## config.mk

```make
export PLATFORM = sky130hd
export DESIGN_NAME = steer_device_flat
export DESIGN_NICKNAME = d
export VERILOG_FILES = /design/src/steer_pkg.sv /design/src/steer_if.sv /design/src/steer_device.sv /design/src/steer_timer.sv /design/src/flat_wrapper.sv
export SDC_FILE = /design/constraint.sdc
export NUM_CORES = 1
export LEC_CHECK = 0
export ABC_AREA = 1
export BUFFER_PORTS_ARGS = -buffer_cell sky130_fd_sc_hd__buf_2
export CORE_MARGIN = 8
export CORE_UTILIZATION = 62
export CTS_BUF_LIST = sky130_fd_sc_hd__clkbuf_8
export DETAILED_ROUTE_END_ITERATION = 10
export PLACE_DENSITY = 0.87
export SETUP_SLACK_MARGIN = 0.02
export SLEW_MARGIN = 20
export SYNTH_ARGS = -nofsm -noshare
export SYNTH_HDL_FRONTEND = slang
export SYNTH_SLANG_ARGS = --single-unit
```

## constraint.sdc

```tcl
create_clock -name clk -period 8.25 [get_ports clk]
set_input_delay 0.4125 -clock clk [delete_from_list [all_inputs] [get_ports clk]]
set_output_delay 0.4125 -clock clk [all_outputs]
set_load 0.02 [all_outputs]
```

## src/steer_pkg.sv

```systemverilog
// Shared constants for the frequency steering link
package steer_pkg;
	localparam int ADDR_W = 3;
	localparam int DATA_W = 16;
	localparam int WORD_W = 26;
	localparam int SPAN_W = 4;
	localparam logic [2:0] OFF_LSW = 3'h0;
	localparam logic [2:0] OFF_MSW = 3'h1;
	localparam logic [2:0] OFF_SPAN = 3'h2;
	localparam int MSW_LO = 0;
	localparam int MSW_HI = 9;
	localparam int OE_BIT = 10;
	localparam int SPAN_HI = 3;
	localparam logic [15:0] LSW_RESET = 16'h0000;
	localparam logic [9:0] MSW_RESET = 10'h000;
	localparam logic [3:0] SPAN_RESET = 4'h0;
	localparam logic OE_RESET = 1'b0;
	localparam int CLK_MHZ = 20;
	localparam int LATENCY_US = 103;
	localparam int LATENCY_CYC = LATENCY_US * CLK_MHZ;
	localparam int SETTLE_US = 16;
	localparam int SETTLE_CYC = SETTLE_US * CLK_MHZ;
	localparam int UPDATE_HZ = 38000;
	localparam int UPDATE_GAP_CYC = (CLK_MHZ * 1000000 + UPDATE_HZ - 1) / UPDATE_HZ;
	localparam logic [25:0] HALF_SCALE = 26'h1ffffff;
	localparam int CNT_W = 16;
	localparam logic [31:0] WB_UNMAPPED = 32'hdeadbeef;
	localparam logic [3:0] HR_CMD = 4'h0;
	localparam logic [3:0] HR_STAT = 4'h4;
	localparam logic [3:0] HR_SPAN = 4'h8;
endpackage

```

## src/steer_if.sv

```systemverilog
// Register write link between host controller and steering device
`timescale 1ns/10ps
interface steer_if;
	logic wr;
	logic [steer_pkg::ADDR_W-1:0] addr;
	logic [steer_pkg::DATA_W-1:0] data;
	modport device (input wr, input addr, input data);
	modport host (output wr, output addr, output data);
endinterface

```

## src/steer_device.sv

```systemverilog
// Steering device: control word staging, delayed apply, settle and output enable
//
// Operation
// - Host scales ppm to signed control word
// - Word scaled against selected pull span
// - Host writes lower word, then upper
// - Host sets enable with upper word
// - Host limits updates to 38 kHz
// - Pull starts within start latency
// - Settles within settle time after start
// - Enable bit drives or disables output
// - Output disabled at power-up
// - Host may stream four bytes
// - Lower word pending until upper written
// - 26-bit signed offset, reset zero
// - Pin mode ignores software enable writes
`timescale 1ns/10ps
module steer_device #(
	parameter bit SW_OE = 1'b1,
	parameter int LATENCY = steer_pkg::LATENCY_CYC,
	parameter int SETTLE = steer_pkg::SETTLE_CYC
) (
	input wire logic clk,
	input wire logic rst,
	steer_if.device link,
	input wire logic oe_pin,
	output logic [steer_pkg::WORD_W-1:0] active_word,
	output logic [steer_pkg::SPAN_W-1:0] pull_span,
	output logic [steer_pkg::WORD_W+steer_pkg::SPAN_W-1:0] steer_target,
	output logic steering,
	output logic settled,
	output logic out_enable
);
	typedef enum logic [2:0] {
		ST_IDLE = 3'b001,
		ST_WAIT = 3'b010,
		ST_PULL = 3'b100
	} phase_t;
	typedef struct packed {
		phase_t phase;
		logic [15:0] lsw_pend;
		logic [25:0] staged;
		logic [25:0] active;
		logic [3:0] span;
		logic [3:0] span_staged;
		logic oe_reg;
		logic oe_pin_m;
		logic oe_pin_s;
		logic out_en;
		logic steering;
		logic settled;
		logic [29:0] target;
	} state_t;
	state_t s, next_s;
	logic t_load;
	logic [steer_pkg::CNT_W-1:0] t_count;
	logic t_busy;
	logic t_done;
	steer_timer #(.W(steer_pkg::CNT_W)) timer (
		.clk(clk),
		.rst(rst),
		.load(t_load),
		.count(t_count),
		.busy(t_busy),
		.done(t_done)
	);
	// Applied offset is the signed word tagged with span code for the analog side
	function automatic logic [29:0] pack_target(logic [3:0] sp, logic [25:0] w);
		return {sp, w};
	endfunction
	always_comb begin
		next_s = s;
		t_load = 1'b0;
		t_count = '0;
		next_s.oe_pin_m = oe_pin;
		next_s.oe_pin_s = s.oe_pin_m;
		if (link.wr) begin
			if (link.addr == steer_pkg::OFF_LSW) begin
				next_s.lsw_pend = link.data;
			end else if (link.addr == steer_pkg::OFF_MSW) begin
				// Whole word moves at once so no half-old offset is seen
				next_s.staged = {link.data[steer_pkg::MSW_HI:steer_pkg::MSW_LO],
					s.lsw_pend};
				next_s.span_staged = s.span;
				if (SW_OE) begin
					next_s.oe_reg = link.data[steer_pkg::OE_BIT];
				end
				next_s.phase = ST_WAIT;
				t_load = 1'b1;
				t_count = steer_pkg::CNT_W'(LATENCY);
			end else if (link.addr == steer_pkg::OFF_SPAN) begin
				next_s.span = link.data[steer_pkg::SPAN_HI:0];
			end
		end
		if (!t_load) begin
			case (s.phase)
				ST_WAIT: begin
					if (t_done) begin
						next_s.active = s.staged;
						next_s.target = pack_target(s.span_staged, s.staged);
						next_s.steering = 1'b1;
						next_s.settled = 1'b0;
						next_s.phase = ST_PULL;
						t_load = 1'b1;
						t_count = steer_pkg::CNT_W'(SETTLE);
					end
				end
				ST_PULL: begin
					if (t_done) begin
						next_s.steering = 1'b0;
						next_s.settled = 1'b1;
						next_s.phase = ST_IDLE;
					end
				end
				default: begin
					next_s.phase = ST_IDLE;
				end
			endcase
		end
		// In software mode the driver follows the bit on the same edge that captures the upper write; in pin mode it follows the synced pin
		next_s.out_en = SW_OE ? next_s.oe_reg : s.oe_pin_s;
	end
	always_ff @(posedge clk or posedge rst) begin
		if (rst) begin
			s.phase <= ST_IDLE;
			s.lsw_pend <= steer_pkg::LSW_RESET;
			s.staged <= '0;
			s.active <= '0;
			s.span <= steer_pkg::SPAN_RESET;
			s.span_staged <= steer_pkg::SPAN_RESET;
			s.oe_reg <= steer_pkg::OE_RESET;
			s.oe_pin_m <= 1'b0;
			s.oe_pin_s <= 1'b0;
			s.out_en <= 1'b0;
			s.steering <= 1'b0;
			s.settled <= 1'b1;
			s.target <= '0;
		end else begin
			s <= next_s;
		end
	end
	assign active_word = s.active;
	assign pull_span = s.span;
	assign steer_target = s.target;
	assign steering = s.steering;
	assign settled = s.settled;
	assign out_enable = s.out_en;
endmodule

```

## src/steer_timer.sv

```systemverilog
// Down counter giving one pulse when a load has expired
`timescale 1ns/10ps
module steer_timer #(
	parameter int W = 16
) (
	input wire logic clk,
	input wire logic rst,
	input wire logic load,
	input wire logic [W-1:0] count,
	output logic busy,
	output logic done
);
	typedef struct packed {
		logic [W-1:0] cnt;
		logic busy;
		logic done;
	} state_t;
	state_t s, next_s;
	always_comb begin
		next_s = s;
		next_s.done = 1'b0;
		if (load) begin
			next_s.cnt = count;
			next_s.busy = 1'b1;
		end else if (s.busy) begin
			if (s.cnt <= W'(1)) begin
				next_s.busy = 1'b0;
				next_s.done = 1'b1;
			end else begin
				next_s.cnt = s.cnt - W'(1);
			end
		end
	end
	always_ff @(posedge clk or posedge rst) begin
		if (rst) begin
			s <= '0;
		end else begin
			s <= next_s;
		end
	end
	assign busy = s.busy;
	assign done = s.done;
endmodule

```

## src/flat_wrapper.sv

```systemverilog
// flat-port wrapper written by rule: the top's interface ports become plain ports
module steer_device_flat 
#(
	parameter bit SW_OE = 1'b1,
	parameter int LATENCY = steer_pkg::LATENCY_CYC,
	parameter int SETTLE = steer_pkg::SETTLE_CYC
)
  (clk, rst, oe_pin, active_word, pull_span, steer_target, steering, settled, out_enable, link_wr, link_addr, link_data);
  steer_if link_i ();
  input wire logic clk;
  input wire logic rst;
  input wire logic oe_pin;
  output logic [steer_pkg::WORD_W-1:0] active_word;
  output logic [steer_pkg::SPAN_W-1:0] pull_span;
  output logic [steer_pkg::WORD_W+steer_pkg::SPAN_W-1:0] steer_target;
  output logic steering;
  output logic settled;
  output logic out_enable;
  input wire logic [$bits(link_i.wr)-1:0] link_wr;
  input wire logic [$bits(link_i.addr)-1:0] link_addr;
  input wire logic [$bits(link_i.data)-1:0] link_data;
  assign link_i.wr = link_wr;
  assign link_i.addr = link_addr;
  assign link_i.data = link_data;
  steer_device #(.SW_OE(SW_OE), .LATENCY(LATENCY), .SETTLE(SETTLE)) u_core (.clk(clk), .rst(rst), .link(link_i), .oe_pin(oe_pin), .active_word(active_word), .pull_span(pull_span), .steer_target(steer_target), .steering(steering), .settled(settled), .out_enable(out_enable));
endmodule
```

* Word-level counts from Yosys, hierarchy flattened
Index checks and enable logic that the tools add are counted.
** Word-level totals
- Register bits :: 130
- Word-level logic and storage cells :: 64
** Cells by class
- Add/sub/neg operators :: 1
- Magnitude comparators :: 1
- Equal/unequal tests :: 7
- Muxes and demuxes :: 30
- Bitwise operators :: 3
- Reductions and logical operators :: 9
** Operators with widths (count)
- 16-bit two-way mux :: 7
- 26-bit two-way mux :: 2
- 45-bit two-way mux :: 1
- 32-bit two-way mux :: 1
- 18-bit two-way mux :: 1
- 17-bit two-way mux :: 1
- 16-bit by 1-bit <= comparator with 1-bit output, second input constant :: 1
- 16-bit by 1-bit subtractor with 16-bit output, second input constant :: 1
- 3-bit two-way mux :: 5
- 12-bit two-way mux :: 1
- 4-bit AND reduction :: 2
- 1-bit two-way mux :: 7
- 3-bit by 2-bit equality test with 1-bit output, second input constant :: 2
- 3-bit case mux with 2 select lines :: 1
- 3-bit AND reduction :: 2
- 2-bit two-way mux :: 2
- 2-bit inequality test, second input constant :: 2
- 2-bit case mux with 2 select lines :: 1
- 2-bit AND reduction :: 2
- 2-bit nonzero test :: 2
- 3-bit by 1-bit equality test with 1-bit output, second input constant :: 1
- 3-bit equality test, second input constant :: 1
- 3-bit zero test :: 1
- 1-bit NOT :: 3
- 2-bit by 1-bit inequality test with 1-bit output, second input constant :: 1

* Longest topological paths before layout
- Depth in word-level cells :: 8
- Depth in mapped cells :: 13
- Gate-level depth less buffers :: 13

* Cells and area by module
Synthesis repeated with hierarchy kept, for this count alone.
** Second synthesis, totals
- Cells, all modules :: 612
- Area, all modules :: 5104.9 µm²
** By module, submodules not included
- steer_device :: times used 1, cells each 428, area an instance 3861.2 µm²
- steer_timer :: times used 1, cells each 184, area an instance 1243.7 µm²

* Worst setup path after synthesis
Ideal clock, no wire load.
- Path kind :: reg2reg
- Start :: register u_core.timer.s[2] (netlist bit)
- End :: register u_core.timer.s[11] (netlist bit)
- Setup time :: 117 ps
- Arrival :: 1456 ps
- Slack :: 6677 ps
- Cell stages (with the launch flop) :: 13
- Buffers on the path :: 1
- Cell sequence :: dfrtp_1 > inv_1 > ha_1 > inv_2 > nand2_1 > nand2_1 > nor2_2 > nand2_4 > nand2_4 > nand2_4 > buf_6 > nand3_2 > nand2_1
** On the way
- Cells in the longest elaborated chain, start to end :: 4
- Elaborated cells on any way between the ends :: 7
- Classes of those cells :: add/sub: 1; order compare: 1; eq/ne: 1; mux: 3; reduce/logical: 1
** RTL lines
- start, declared :: RTL line steer_timer.sv:18 : state_t s, next_s;
- start signal, assigned :: RTL line steer_timer.sv:38 : s <= next_s;
- 16-bit by 1-bit subtractor with 16-bit output :: RTL line steer_timer.sv:30 : next_s.cnt = s.cnt - W'(1);
- 16-bit two-way mux :: RTL line steer_timer.sv:26 : if (s.cnt <= W'(1)) begin
- 18-bit two-way mux :: RTL line steer_timer.sv:25 : end else if (s.busy) begin
- 17-bit two-way mux :: RTL line steer_timer.sv:22 : if (load) begin
Several ways; a longest one is shown, not always the timed one. The select of a mux whose other input is x is not followed.
A chain may end at the register's enable or synchronous reset.

* Worst setup path in the final report
- Start :: input port link_wr
- End :: register u_core.timer.s[13] (netlist bit)
** On the way
- Cells in the longest elaborated chain, start to end :: 5
- Elaborated cells on any way between the ends :: 10
- Classes of those cells :: eq/ne: 1; mux: 7; reduce/logical: 2
** RTL lines
- start, declared :: RTL line flat_wrapper.sv:19 : input wire logic [$bits(link_i.wr)-1:0] link_wr;
- 16-bit two-way mux :: RTL line steer_device.sv:77 : if (link.wr) begin
- 16-bit two-way mux :: RTL line steer_device.sv:98 : if (t_done) begin
- 16-bit two-way mux :: RTL line steer_device.sv:96 : case (s.phase)
- 16-bit two-way mux :: RTL line steer_device.sv:95 : if (!t_load) begin
- 17-bit two-way mux :: RTL line steer_timer.sv:22
Several ways; a longest one is shown, not always the timed one.

==> results.yml <==
timing:
  finalHoldViolCount: 0
  fin_tns_setup_ps: 0
  drv_slew: 0
  worst_slew_pin_slew_ps: 908
  fin_crit_ps: 2320
  fin_crit_sh_pct: 28.1
  skew_ps: 10.6
  fmaxAchievable_mhz: 431
  setup_viol: 0
  grt_setup_unrepaired: "false"
  slew_headroom_pct: 39.4
clocking:
  tritoncts: "yes"
  clock_sinks: 104
  cts_root_buf: "clkbuf_8"
  cts_hold_buf: 0
  cts_made_buffers: 9
  cts_buffer_depth: 2
  ctsResizeCount: 0
  post_cts.repair.setup_buffers: 0
  cts_max_level: 3
  clk_pin_slew_worst_paths_ps: 110
  insertion_delay_ps: 360
synth:
  muxShareOfSynthArea_pct: 0
  ys_ff_latch: 104
  synthSimpleGateAreaFrac_pct: 22.4
  synth_top_family_by_area: "simple AND/OR/NAND/NOR gates"
  yosysSeqAreaShare_pct: 53.3
  syn_avg_cell_area_um2: 8.58
  netlist_area_um2: 4880
  synth_compound_area_share_pct: 8.15
  syn-num-nets: 594
  ys_types: 28
  synth_edf_count: 0
  yosysTopAreaCell: "dfrtp_1"
  synth-adder-area-share_pct: 0.512
  netlist.area_leader.share_pct: 52.3
  synth-xor-area-share_pct: 0.717
  synth_flop_cell: "dfrtp_1"
  synth_cells: 569
  synth_warnings: 0
  async_reset_ff_share_pct: 100
  synth.area.top_cells: "dfrtp_1 52%, nand2_1 13%, buf_4 9.5%"
worst_setup_path:
  path_cells: "buf_2 > inv_1 > nor2_2 > nand3_2 > nand2_1 > inv_2 > nand2_4 > nand3_1 > nand2_1 > inv_1"
  critPathMaxFanout: 50
  start_kind: "primary input"
  critPathMaxStageDelay_ps: 720
  critPathBufInv: 4
  r2r_cells: 8
  worstPathArrival_ps: 2580
  reg2reg_slack_ps: 6030
  crit_path_end_kind: "flip-flop"
  critPathSlowestCell: "nand3_2"
  cp.required_ps: 8510
  crit_family: "simple AND/OR/NAND/NOR gates"
  r2r_end: "u_core.timer.s[13]$_DFFE_PP0P_"
  critical_path_class: "in -> reg"
  r2r_start: "u_core.s[114]$_DFF_PP0_"
routing:
  wire_per_inst_um: 14.0
  drt_iter0_drc: 218
  first_pass_iters: 5
  route.final.wire_length_um: 9670
  drcViolationCount: 0
  vias: 3581
  ant_nets: 0
  vias_per_cell: 5.17
run:
  maxCapViolCount: 0
place:
  post-dp-hpwl_um: 6700
  place.gp.congestion: 0.896
  io_buffers: 84
power_and_ir_drop:
  irDropWorstVdd_v: 0.000135
  power.density_nw_per_um2: 262
  cellLeakagePower_nw: 2.83
cells_and_area:
  final_cell_mix: "166 x nand2_1, 102 x dfrtp_1, 84 x buf_2"
  area_delta_synth_final_pct: 4.41
  final_nets: 611
  final_core_util_pct: 66.3
  antenna_cells: 0
  final_common_cell: "nand2_1"
  drive_gt1_share_pct: 21.5
global_route:
  grt_usage_pct: 18.4
  grt_max_degree: 69
  grt_first_pass_wirelength_um: 17100
  gr-total-overflow: 0
  grt_pass1_vias: 3777
  antenna_found_initial: 0
floorplan:
  core-area_um2: 7690
  dieArea_um2: 11000
  num_rows: 32
  start_util_pct: 63.5
  ioPinCount: 86
  die_y_um: 105
  fp.dieW_um: 105
outcome:
  outcome: "complete, no violations"
worst_hold_path:
  hold_path_class: "in -> async"
==> how the worst max path moves through the flow <==
stage / cells past startpoint / from / slack, ps / end
6_report: 10 / link_wr / 5930 / u_core.timer.s[13]$_DFFE_PP0P_
5_1_grt: 9 / link_addr[2] / 5650 / u_core.timer.s[13]$_DFFE_PP0P_
4_1_cts: 10 / link_wr / 5970 / u_core.timer.s[13]$_DFFE_PP0P_
3_5_place_dp: 10 / link_wr / 5570 / u_core.timer.s[13]$_DFFE_PP0P_
3_3_place_gp: 9 / link_addr[2] / 5640 / u_core.timer.s[13]$_DFFE_PP0P_
2_1_floorplan: 1 / rst / 5110 / u_core.active_word[0]$_DFFE_PP0P_
==> per-stage QoR <==
stage	cells	setup WS (ps)	power [mW]	area (µm²)	hold WS, ps
floorplan	569	5110	0.961	4880	438
global route	693	5650	1.43	5100	83.8
detailed placement	677	5570	1.04	4900	453
global placement	677	5640	1.01	4900	450
CTS	693	5970	1.34	5090	60.0
finish	693	5930	1.33	5100	55.6
==> final cells by class <==
type	count	area (µm²)
sequential	104	2610
clock buffer	9	124
timing repair buffer	86	435
clock inverter	7	65.1
fill	628	2590
multi-input combinational	338	1560
inverter	47	179
tap	102	128
==> cell families (layout without fill, tap and decap cells) <==
logic type / count (synthesis) / in the layout
adders and majority gates: 2 / 2
DFF: 104 / 104
buffers and inverters: 127 / 149
xor gates and xnor gates: 4 / 4
AOI/OAI and AO/OA: 79 / 79
and+or+nand+nor: 253 / 253
==> power breakdown <==
part | leakage (nW) | switching (mW) | total [mW] | internal (mW)
Combinational | 1.42 | 0.247 | 0.370 | 0.123
Sequential | 1.32 | 0.0640 | 0.663 | 0.599
Clock | 0.0963 | 0.184 | 0.301 | 0.116
==> state kept, by name, indices dropped and copies added (netlist names) <==
register,count
u_core.s,50
u_core.steering,1
u_core.steer_target,5
u_core.active_word,25
u_core.timer.s,16
u_core.pull_span,4
u_core.settled,1
u_core.timer.busy,1
u_core.timer.done,1
==> metal layers <==
layer,share of wire [%],track usage (%),vias up
met5,0,0,-
met4,0.82,4.99,0
met3,5.4,4.05,9
met2,50,31.4,108
met1,43,23.0,1713
li1,-,-,1751
==> cells in the mapped netlist, types with 2 or more instances <==
| cell type | number |
|---|---|
| nor2_2 | 5 |
| buf_4 | 62 |
| ha_1 | 2 |
| inv_2 | 3 |
| nor3_1 | 2 |
| clkbuf_1 | 10 |
| o21ai_0 | 70 |
| nor2_4 | 2 |
| nand2_1 | 166 |
| dfrtp_1 | 102 |
| inv_1 | 44 |
| nand3_2 | 5 |
| nor2_1 | 36 |
| nand4_1 | 2 |
| nand3_1 | 28 |
| xor2_1 | 3 |
| dfstp_2 | 2 |
| a21oi_1 | 7 |
| nand2_4 | 3 |
| buf_2 | 7 |
No activity file was read; power rests on OpenSTA's default activity.
